<file path="config.mk">
export PLATFORM = sky130hd
export DESIGN_NAME = cdcr_channel_regs
export DESIGN_NICKNAME = d
export VERILOG_FILES = /design/src/cdcr_pkg.sv /design/src/cdcr_pin_sync.sv /design/src/cdcr_code_stage.sv /design/src/cdcr_channel_regs.sv
export SDC_FILE = /design/constraint.sdc
export NUM_CORES = 1
export LEC_CHECK = 0
export BUFFER_PORTS_ARGS = -buffer_cell sky130_fd_sc_hd__buf_2
export CORE_UTILIZATION = 45
export CTS_CLUSTER_SIZE = 8
export DETAILED_ROUTE_END_ITERATION = 8
export PLACE_DENSITY_LB_ADDON = 0.2
export SLEW_MARGIN = 40
export SYNTH_ARGS = -nofsm -noshare
export SYNTH_HDL_FRONTEND = slang
export SYNTH_SLANG_ARGS = --single-unit
</file>
<file path="constraint.sdc">
create_clock -name i_ref_clk -period 2.5 [get_ports i_ref_clk]
set_clock_uncertainty 0.2 [all_clocks]
set_input_delay 0.25 -clock i_ref_clk [delete_from_list [all_inputs] [get_ports i_ref_clk]]
set_output_delay 0.25 -clock i_ref_clk [all_outputs]
set_load 0.03 [all_outputs]
</file>
<file path="src/cdcr_pkg.sv">
package cdcr_pkg;

	// Register byte addresses
	localparam logic [31:0] CH2_CODE_OFS = 32'h4008_6810;
	localparam logic [31:0] CH2_CTRL_OFS = 32'h4008_6814;
	localparam logic [31:0] CH3_CODE_OFS = 32'h4008_6818;
	localparam logic [31:0] CH3_CTRL_OFS = 32'h4008_681c;

	// Per local channel, index 0 is channel 2
	localparam logic [1:0][31:0] CODE_OFS = {CH3_CODE_OFS, CH2_CODE_OFS};
	localparam logic [1:0][31:0] CTRL_OFS = {CH3_CTRL_OFS, CH2_CTRL_OFS};

	// Data and control register field layout
	localparam int NUM_HOLD       = 4;
	localparam int HOLD_LSB       = 0;
	localparam int CODE_LOWER_LSB = 12;
	localparam int CODE_LOWER_W   = 5;
	localparam int CODE_UPPER_LSB = 17;
	localparam int CODE_UPPER_W   = 11;
	localparam int CTRL_W         = 8;
	localparam int BW_W           = 4;

	// Writable bits of a data register; reserved bits stay zero
	localparam logic [31:0] DATA_WR_MASK = 32'h0fff_f00f;

	// Reset values
	localparam logic [31:0]       DATA_RESET = 32'h0000_0000;
	localparam logic [CTRL_W-1:0] CTRL_RESET = 8'h01;

	// Control register layout, bit 7 down to bit 0
	typedef struct packed {
		logic            write_allow_clear;
		logic            overtemp_shutdown_enable;
		logic [BW_W-1:0] bandwidth_select;
		logic            sink_current_enable;
		logic            power_off;
	} cdcr_ctrl_t;

	// Output code as applied to the converter
	typedef struct packed {
		logic [CODE_UPPER_W-1:0] code_upper;
		logic [CODE_LOWER_W-1:0] code_lower;
	} cdcr_code_t;

endpackage : cdcr_pkg

</file>
<file path="src/cdcr_pin_sync.sv">
module cdcr_pin_sync #(
	parameter int W = 1
) (
	input  wire logic         i_ref_clk,  // System clock
	input  wire logic         i_reset_n,  // Synchronous reset, active low
	input  wire logic [W-1:0] i_pin,      // Asynchronous pin level
	output logic      [W-1:0] o_level     // Filtered level
);

	logic [W-1:0] hold_update_ch1_ff;
	logic [W-1:0] hold_update_ch2_ff;
	logic [W-1:0] hold_update_ch3_ff;
	logic [W-1:0] level_ff;

	// Three-stage chain; only the second stage reads the first
	always_ff @(posedge i_ref_clk) begin
		if (!i_reset_n) begin
			hold_update_ch1_ff <= '0;
			hold_update_ch2_ff <= '0;
			hold_update_ch3_ff <= '0;
		end else begin
			hold_update_ch1_ff <= i_pin;
			hold_update_ch2_ff <= hold_update_ch1_ff;
			hold_update_ch3_ff <= hold_update_ch2_ff;
		end
	end

	// A change counts only once stages two and three agree
	always_ff @(posedge i_ref_clk) begin
		if (!i_reset_n) begin
			level_ff <= '0;
		end else begin
			for (int b = 0; b < W; b++) begin
				if (hold_update_ch2_ff[b] == hold_update_ch3_ff[b]) begin
					level_ff[b] <= hold_update_ch3_ff[b];
				end
			end
		end
	end

	assign o_level = level_ff;

endmodule : cdcr_pin_sync

</file>
<file path="src/cdcr_code_stage.sv">
module cdcr_code_stage (
	input  wire logic                 i_ref_clk,  // System clock
	input  wire logic                 i_reset_n,  // Synchronous reset, active low
	input  cdcr_pkg::cdcr_code_t      i_code,     // Code held in the data register
	input  wire logic                 i_hold,     // All hold bits of this channel set
	output cdcr_pkg::cdcr_code_t      o_code      // Code driving the converter
);

	cdcr_pkg::cdcr_code_t code_ff;

	// Follows the register unless every hold bit for this channel is set
	always_ff @(posedge i_ref_clk) begin
		if (!i_reset_n) begin
			code_ff <= '0;
		end else if (!i_hold) begin
			code_ff <= i_code;
		end
	end

	assign o_code = code_ff;

endmodule : cdcr_code_stage

</file>
<file path="src/cdcr_channel_regs.sv">
// Contract
// - Channel output stays frozen while its hold bit is set in all four data registers.
// - Any data register with that hold bit clear lets written codes apply at once.
// - Every data register carries all four readable, writable hold bits at 3:0.
// - Shutdown enable bit 6 powers the channel off on overtemperature; 0 disables.
// - Control bit 1 switches the pull-down current source on or off.
// - Four-bit bandwidth field at bits 5:2, read/write, resets to zero.
//
// Added by the designer: the plain strobed port.
module cdcr_channel_regs #(
	parameter int NCH      = 2,  // Channels in this bank
	parameter int FIRST_CH = 2   // Global number of local channel 0
) (
	input  wire logic                             i_ref_clk,       // 20 MHz clock
	input  wire logic                             i_reset_n,       // Sync reset, active low
	input  wire logic [31:0]                      i_addr,          // Register byte address
	input  wire logic [31:0]                      i_wdata,         // Write data
	input  wire logic                             i_wr,            // Write strobe
	input  wire logic                             i_rd,            // Read strobe
	output logic      [31:0]                      o_rdata,         // Read data, cycle after
	input  wire logic [cdcr_pkg::NUM_HOLD-1:0]    i_hold_ch0,      // Hold bits, channel 0 reg
	input  wire logic [cdcr_pkg::NUM_HOLD-1:0]    i_hold_ch1,      // Hold bits, channel 1 reg
	output logic [NCH-1:0][cdcr_pkg::NUM_HOLD-1:0] o_hold_regs,    // Hold bits of this bank
	input  wire logic                             i_overtemp,      // Overtemperature pin
	output cdcr_pkg::cdcr_code_t [NCH-1:0]        o_code,          // Applied codes
	output logic [NCH-1:0]                        o_power_off,     // Channel powered down
	output logic [NCH-1:0]                        o_shutdown,      // Thermal shutdown active
	output logic [NCH-1:0]                        o_sink_enable,   // Pull-down source on
	output logic [NCH-1:0][cdcr_pkg::BW_W-1:0]    o_bandwidth      // Filter bandwidth
);

	logic [NCH-1:0][31:0]               data_ff;
	cdcr_pkg::cdcr_ctrl_t [NCH-1:0]     ctrl_ff;
	logic [NCH-1:0]                     hit_code;
	logic [NCH-1:0]                     hit_ctrl;
	logic [cdcr_pkg::NUM_HOLD-1:0]      all_hold;
	logic [NCH-1:0]                     held;
	cdcr_pkg::cdcr_code_t [NCH-1:0]     code_word;
	logic [31:0]                        nxt_rdata;
	logic [31:0]                        rdata_ff;
	logic                               ot_level;
	logic [NCH-1:0]                     power_off_ff;
	logic [NCH-1:0]                     shutdown_ff;
	logic [NCH-1:0]                     sink_ff;
	logic [NCH-1:0][cdcr_pkg::BW_W-1:0] bw_ff;

	// Address decode; only exact word addresses hit
	always_comb begin
		for (int c = 0; c < NCH; c++) begin
			hit_code[c] = (i_addr == cdcr_pkg::CODE_OFS[c]);
			hit_ctrl[c] = (i_addr == cdcr_pkg::CTRL_OFS[c]);
		end
	end

	// A channel is held only if its bit is set in every channel's register
	always_comb begin
		for (int n = 0; n < cdcr_pkg::NUM_HOLD; n++) begin
			all_hold[n] = i_hold_ch0[n] & i_hold_ch1[n];
			for (int c = 0; c < NCH; c++) begin
				all_hold[n] = all_hold[n] & data_ff[c][cdcr_pkg::HOLD_LSB + n];
			end
		end
	end

	// Overtemperature arrives from the analogue side, so it is filtered first
	cdcr_pin_sync #(
		.W (1)
	) u_ot_sync (
		.i_ref_clk (i_ref_clk),
		.i_reset_n (i_reset_n),
		.i_pin     (i_overtemp),
		.o_level   (ot_level)
	);

	genvar c;
	generate
		for (c = 0; c < NCH; c++) begin : g_ch

			// Clear dominates writes, so software cannot load a locked register
			always_ff @(posedge i_ref_clk) begin
				if (!i_reset_n) begin
					data_ff[c] <= cdcr_pkg::DATA_RESET;
				end else if (!ctrl_ff[c].write_allow_clear) begin
					data_ff[c] <= cdcr_pkg::DATA_RESET;
				end else if (i_wr && hit_code[c]) begin
					data_ff[c] <= i_wdata & cdcr_pkg::DATA_WR_MASK;
				end
			end

			// Control register, plain read/write
			always_ff @(posedge i_ref_clk) begin
				if (!i_reset_n) begin
					ctrl_ff[c] <= cdcr_pkg::cdcr_ctrl_t'(cdcr_pkg::CTRL_RESET);
				end else if (i_wr && hit_ctrl[c]) begin
					ctrl_ff[c] <= cdcr_pkg::cdcr_ctrl_t'(i_wdata[cdcr_pkg::CTRL_W-1:0]);
				end
			end

			// Code fields pulled out of the data register
			assign code_word[c].code_upper =
				data_ff[c][cdcr_pkg::CODE_UPPER_LSB +: cdcr_pkg::CODE_UPPER_W];
			assign code_word[c].code_lower =
				data_ff[c][cdcr_pkg::CODE_LOWER_LSB +: cdcr_pkg::CODE_LOWER_W];
			assign held[c] = all_hold[FIRST_CH + c];

			// Applied code; held writes land once this channel's hold bit drops in any register
			cdcr_code_stage u_stage (
				.i_ref_clk (i_ref_clk),
				.i_reset_n (i_reset_n),
				.i_code    (code_word[c]),
				.i_hold    (held[c]),
				.o_code    (o_code[c])
			);

			// Analogue controls, registered so outputs come from flops
			always_ff @(posedge i_ref_clk) begin
				if (!i_reset_n) begin
					power_off_ff[c] <= 1'b1;
					shutdown_ff[c]  <= 1'b0;
					sink_ff[c]      <= 1'b0;
					bw_ff[c]        <= '0;
				end else begin
					shutdown_ff[c]  <= ctrl_ff[c].overtemp_shutdown_enable & ot_level;
					power_off_ff[c] <= ctrl_ff[c].power_off |
						(ctrl_ff[c].overtemp_shutdown_enable & ot_level);
					sink_ff[c]      <= ctrl_ff[c].sink_current_enable;
					bw_ff[c]        <= ctrl_ff[c].bandwidth_select;
				end
			end

		end
	endgenerate

	// Read mux; reserved bits and unmapped addresses read as zero
	always_comb begin
		nxt_rdata = 32'h0000_0000;
		for (int k = 0; k < NCH; k++) begin
			if (hit_code[k]) begin
				nxt_rdata = data_ff[k];
			end
			if (hit_ctrl[k]) begin
				nxt_rdata = 32'(ctrl_ff[k]);
			end
		end
	end

	// Read data stands only in the cycle after the strobe, zero otherwise
	always_ff @(posedge i_ref_clk) begin
		if (!i_reset_n) begin
			rdata_ff <= 32'h0000_0000;
		end else if (i_rd) begin
			rdata_ff <= nxt_rdata;
		end else begin
			rdata_ff <= 32'h0000_0000;
		end
	end

	// Output ports taken straight from the flops
	assign o_rdata       = rdata_ff;
	assign o_power_off   = power_off_ff;
	assign o_shutdown    = shutdown_ff;
	assign o_sink_enable = sink_ff;
	assign o_bandwidth   = bw_ff;

	// Hold bits of this bank go to the channel 0/1 bank, which needs them too
	always_comb begin
		for (int k = 0; k < NCH; k++) begin
			o_hold_regs[k] = data_ff[k][cdcr_pkg::HOLD_LSB +: cdcr_pkg::NUM_HOLD];
		end
	end

endmodule : cdcr_channel_regs

</file>
# After elaboration in Yosys (flattened, before gate mapping)
# Cells that the tools add are included.
# classes
n_bitwise	12
mux	4
n_reduce_logical	8
eq_ne	5
# op_table
operator	count
$eq A32 B31 Y1 const B	4
$mux W28	3
$and A1 B1 Y1	8
$mux W8	1
$reduce_and A2 Y1	3
$logic_and A1 B1 Y1	4
$reduce_or A3 Y1	1
$not A1 Y1	2
$or A1 B1 Y1	2
$eq A1 B1 Y1	1
# word_totals
elab_cells	59
out_inout_bits	86
reg_bits	134
input_bits	77

# Logic depth before layout (Yosys ltp)
# logic_depth
ltp_word	5
ltp_mapped	6
ltp_nobuf	4

# Modules after synthesis
# From an unflattened synthesis, not the netlist that was laid out.
# unflattened
hier_cells	518
hier_area_um2	5228.8
# by_module_without_submodules
mod	cells_each	seq_area_each_um2	area_each_um2	n_inst
cdcr_channel_regs	406	1881.8	3881.2	1
cdcr_code_stage	51	320.3	615.6	2
cdcr_pin_sync	10	80.1	116.4	1

# Least setup slack after synthesis
# No wires, ideal clock.
# synth_path
kind	input-to-reg
from	in i_addr[21]
to	reg ctrl_ff[0] in the netlist's numbering
arrival_ps	1518
setup_slack_ps	711
required_time_ps	2228
cell_stages	4
setup_time_ps	72
path_buffers	0
path_cell_list	nor4b_4 nand4_4 nor4_4 mux2i_1
# synth_between
elab_chain_len	2
# synth_rtl
item	line	text
start, declared	cdcr_channel_regs.sv:16	input wire logic [31:0] i_addr,
$eq A32 B31 Y1	cdcr_channel_regs.sv:51	hit_ctrl[c] = (i_addr == cdcr_pkg::CTRL_OFS[c]);
$logic_and A1 B1 Y1	cdcr_channel_regs.sv:94	end else if (i_wr && hit_ctrl[c]) begin
end signal, assigned by index	cdcr_channel_regs.sv:93	ctrl_ff[c] <= cdcr_pkg::cdcr_ctrl_t'(cdcr_pkg::CTRL_RESET);
end signal, assigned by index	cdcr_channel_regs.sv:95	ctrl_ff[c] <= cdcr_pkg::cdcr_ctrl_t'(i_wdata[cdcr_pkg::CTRL_W-1:0]);
end, declared	cdcr_channel_regs.sv:33	cdcr_pkg::cdcr_ctrl_t [NCH-1:0] ctrl_ff;
# No other way between the ends.
# A chain may end at the register's enable or synchronous reset.

# Worst setup path in the final report
# layout_path
from	in i_addr[26]
to	reg ctrl_ff[15] in the netlist's numbering
# The elaborated chain is that of the path after synthesis.

==> flow_results.org <==
** Final layout
- After routing the design area is 6790 sq um.
- The area growth from synthesis to layout is 30.9%.
- After filler insertion, the fill cell instance count of the layout stands at 953.
- In the final layout, the share of cells above drive strength 1 is 27.5%.
- Post-layout net count :: 781
- Non-filler instance count after layout :: 858

** Place
- Routability-driven placement finished with a final weighted congestion of 0.831.
- Count of input and output buffers :: 142
- Post-DP HPWL :: 9450 microns
- The number of placed instances, taps included, is 800.
- Placed Area :: 5950 sq um

** Synth
- By instance count, the leading cell after synthesis is sky130_fd_sc_hd__dfxtp_1.
- Sequential elements use 50.2% of the synthesized area.
- Unique masters post-synth :: 33
- Share of async-settable or async-resettable flops after synthesis :: 0%
- Largest area contributor in the synthesized netlist :: sky130_fd_sc_hd__dfxtp_1
- The cell count after synthesis came out at 556.
- The synthesized design contains 130 register bits.
- By count the netlist is led by sky130_fd_sc_hd__dfxtp_1 (130), sky130_fd_sc_hd__nand2_1 (92), sky130_fd_sc_hd__nand4_1 (45).
- Post-synth design cell area :: 5190 sq um
- Mapped Avg Cell Area :: 9.33 sq um
- The top cell type by area accounts for 50.2% of the synthesized area.
- Number of enable-type register cells in the synthesized netlist :: 0
- In the synthesized netlist the dominant register cell turns out to be sky130_fd_sc_hd__dfxtp_1.
- During synthesis, Yosys emitted a total of 0 warnings.
- Cell types with the largest area share after synthesis :: sky130_fd_sc_hd__dfxtp_1 (50%), sky130_fd_sc_hd__mux2i_1 (6.9%), sky130_fd_sc_hd__nand2_1 (6.7%), sky130_fd_sc_hd__o31ai_1 (5.8%), sky130_fd_sc_hd__nand4_1 (5.4%)

** STA
- Portion of the clock cycle consumed by the worst path in the final layout :: 69.8%
- The final number of hold-violating endpoints came to 0.
- The worst pin sits at a relative slew slack of 44.8%.
- Setup repair after global routing left no endpoint under its margin.
- Final Critical Period :: 1.75 ns
- For the pin with the worst max-slew slack, the measured transition is 0.825 ns.
- Slew Limit Fails :: 0
- Final setup violating endpoints :: 0
- Peak Freq :: 0.573 GHz
- Summed over all failing endpoints, the final setup total negative slack is 0 ns.

** CTS
- Clock transition time at the flip-flop clock pins of the worst setup and hold paths :: 0.05 ns
- Clk Latency, worst-skew pair :: 0.41 ns
- Master cell of the clock root buffer :: sky130_fd_sc_hd__clkbuf_16
- The clock net in this run drives a total of 130 sinks.
- Clock Tree Buf Depth :: 2
- Deepest level of the CTS H-tree :: 4
- TritonCTS built the clock tree.
- Number of buffers inserted to repair setup after CTS :: 0
- In this run, CTS created clock tree buffers numbering 17.
- Post_cts resized :: 0

** Routing
- Once detail routing completed, the nets flagged for antenna violations numbered 0.
- Number of design rule violations left after detail routing :: 0
- Before antenna repair, the detailed router went through 4 iterations.
- For this block, the routed nets add up to 14200 microns of wire.
- Via count :: 4720
- Avg WL per Cell :: 16.6 microns
- Number of DRC markers after the initial detailed-route iteration :: 249
- Via count normalized by instance count :: 5.50

** Floorplan
- Once the floorplan was initialized, standard cells occupied 47.0% of the core.
- Die H :: 109 microns
- Count of boundary I/O pins :: 163
- Area of the core :: 11000 sq um
- The floorplan step defined a die boundary enclosing 12000 sq um.
- Row count :: 38
- Die extent in x :: 109 microns

** Global route
- The initial antenna violation count is 1.
- Global-route wire length before repair :: 22400 microns
- All-layer global routing usage :: 24.8%
- Entering global routing, the biggest net connects 41 pins.
- Global route total overflow :: 0
- Via count of the first global-routing pass :: 4700

** Setup path
- Startpoint of the most critical setup path :: i_addr[26]
- On the critical path, the stage with the largest delay is an instance of sky130_fd_sc_hd__nor3_4.
- Crit path largest cell delay :: 0.57 ns
- Critical Path Sink :: ctrl_ff[15]
- R2R Setup Slk :: 0.81 ns
- Critical Setup Path Class :: input pin to register
- The endpoint identified for the worst register-to-register timing path is g_ch[0].u_stage.o_code[13].
- Critical Path Sink Type :: register
- Reg-to-reg startpoint :: o_hold_regs[6]
- Data arrives at the worst endpoint at 1.85 ns.
- STA classifies the critical path startpoint as an input pin.
- The signal on the critical path passes through buf_2 -> nor4b_1 -> nand4_1 -> nor3_4 -> mux2i_1.
- Biggest fanout along the worst timing path :: 8
- R2R cell count :: 3
- Critical path data required time :: 2.61 ns

** Power and ir drop
- For this design the ratio of total power to cell area is 698 nW/um^2.
- Summed over all cells, the static leakage comes to 0.00285 uW.
- VDD sags by at most 0.328 mV.

** Job
- MaxCap Viol Count :: 0

** Hold path
- The min-delay analysis places its worst path in the category input pin to register.

** Run status
- The run finished with clean final reports.
==> layout make-up <==
class                   instances  area [sq um]  share of cell area [%]
inverters                      11          41.3                   0.608
multi-input cells             364          2310                    34.0
flip-flops and latches        130          2600                    38.3
repair buffers                180          1070                    15.8
clock inverters                11           136                    2.01
clock buffers                  21           450                    6.64
well taps                     140           175                    2.58
diodes                          1          2.50                  0.0369
==> placed cells by master (no fill, tap or decap), types with 3 or more instances in the layout <==
master                          Yosys  routed
sky130_fd_sc_hd__clkbuf_16          0      17
sky130_fd_sc_hd__and3_1             7       7
sky130_fd_sc_hd__dlygate4sd3_1      0      25
sky130_fd_sc_hd__and2_1             4       4
sky130_fd_sc_hd__a21boi_1          20      20
sky130_fd_sc_hd__inv_1             10      10
sky130_fd_sc_hd__a21oi_1           44      44
sky130_fd_sc_hd__and4_1             5       5
sky130_fd_sc_hd__nand4_1           45      45
sky130_fd_sc_hd__a21boi_0          13      13
sky130_fd_sc_hd__nor2_1            22      22
sky130_fd_sc_hd__buf_4              9      12
sky130_fd_sc_hd__buf_2              7     142
sky130_fd_sc_hd__o211a_1            4       4
sky130_fd_sc_hd__clkbuf_1          41       3
sky130_fd_sc_hd__clkinv_2           0       6
sky130_fd_sc_hd__o31ai_1           40      40
sky130_fd_sc_hd__conb_1             1       8
sky130_fd_sc_hd__nor4b_4            3       3
sky130_fd_sc_hd__mux2i_1           36      36
sky130_fd_sc_hd__nand2_1           92      92
sky130_fd_sc_hd__nor2b_1            4       4
sky130_fd_sc_hd__mux2_2             4       4
sky130_fd_sc_hd__dfxtp_1          130     130
sky130_fd_sc_hd__bufinv_16          0       3
==> metal layers <==
| metal | global-route usage [%] | vias up | part of all wire [%] |
|---|---|---|---|
| met5 | 0 | - | 0 |
| met3 | 5.75 | 33 | 7.1 |
| met2 | 41.8 | 205 | 49 |
| met4 | 11.2 | 0 | 3.0 |
| li1 | - | 2260 | - |
| met1 | 30.0 | 2222 | 41 |
==> power by group <==
part | total, uW | switching [uW] | internal (uW)
Sequential | 2080 | 0.626 | 2070
Clock | 2440 | 861 | 1580
Combinational | 215 | 119 | 95.1
Total | 4730 | 981 | 3750
==> timing repair <==
item,CTS,global route
hold endpoints to repair,57,0
hold buffers,25,0
endpoints found under the setup margin,0,0
==> through the flow <==
stage	power [uW]	utilization [%]	setup WS [ns]	hold WS, ns
floorplan	2220	-	0.711	0.177
global placement	2300	53.9	0.377	0.227
detailed placement	2300	53.9	0.377	0.227
CTS	4770	61.5	0.758	0.0395
global route	4870	61.5	0.639	0.0604
finish	4730	61.5	0.754	0.0548
==> cell families (layout without fill, tap and decap cells) <==
logic type      count (synthesis)  in the layout  synth area share [%]
other cells                     1              9                0.0723
compound gates                122            122                  15.7
mux                            40             40                  7.82
buf+inv                        69            223                  5.81
simple gates                  194            194                  20.4
flops                         130            130                  50.2
==> worst max-delay path, delay by kind of cell <==
family / cells / cell delay [ns]
buf+inv: 1 / 0.10
mux: 1 / 0.27
simple gates: 3 / 1.23
==> how the worst min path moves through the flow <==
stage | from | end | cells past startpoint
after global routing | i_addr[2] | o_rdata[4] | 2
after floorplan | i_overtemp | u_ot_sync.hold_update_ch1_ff | 1
after global placement | u_ot_sync.hold_update_ch1_ff | u_ot_sync.hold_update_ch2_ff | 1
after CTS | i_addr[2] | o_rdata[7] | 2
after detailed placement | u_ot_sync.hold_update_ch1_ff | u_ot_sync.hold_update_ch2_ff | 1
final | i_addr[2] | o_rdata[5] | 2
==> sequential cells by signal, summed over array words and instances (netlist names) <==
| signal | flops |
|---|---|
| u_ot_sync.o_level | 1 |
| ctrl_ff | 16 |
| g_ch.u_stage.o_code | 32 |
| o_rdata | 24 |
| u_ot_sync.hold_update_ch3_ff | 1 |
| code_word | 32 |
| o_power_off | 2 |
| o_shutdown | 2 |
| o_bandwidth | 8 |
| u_ot_sync.hold_update_ch2_ff | 1 |
| u_ot_sync.hold_update_ch1_ff | 1 |
| o_sink_enable | 2 |
| o_hold_regs | 8 |
Power figures use the tool's default switching activity.
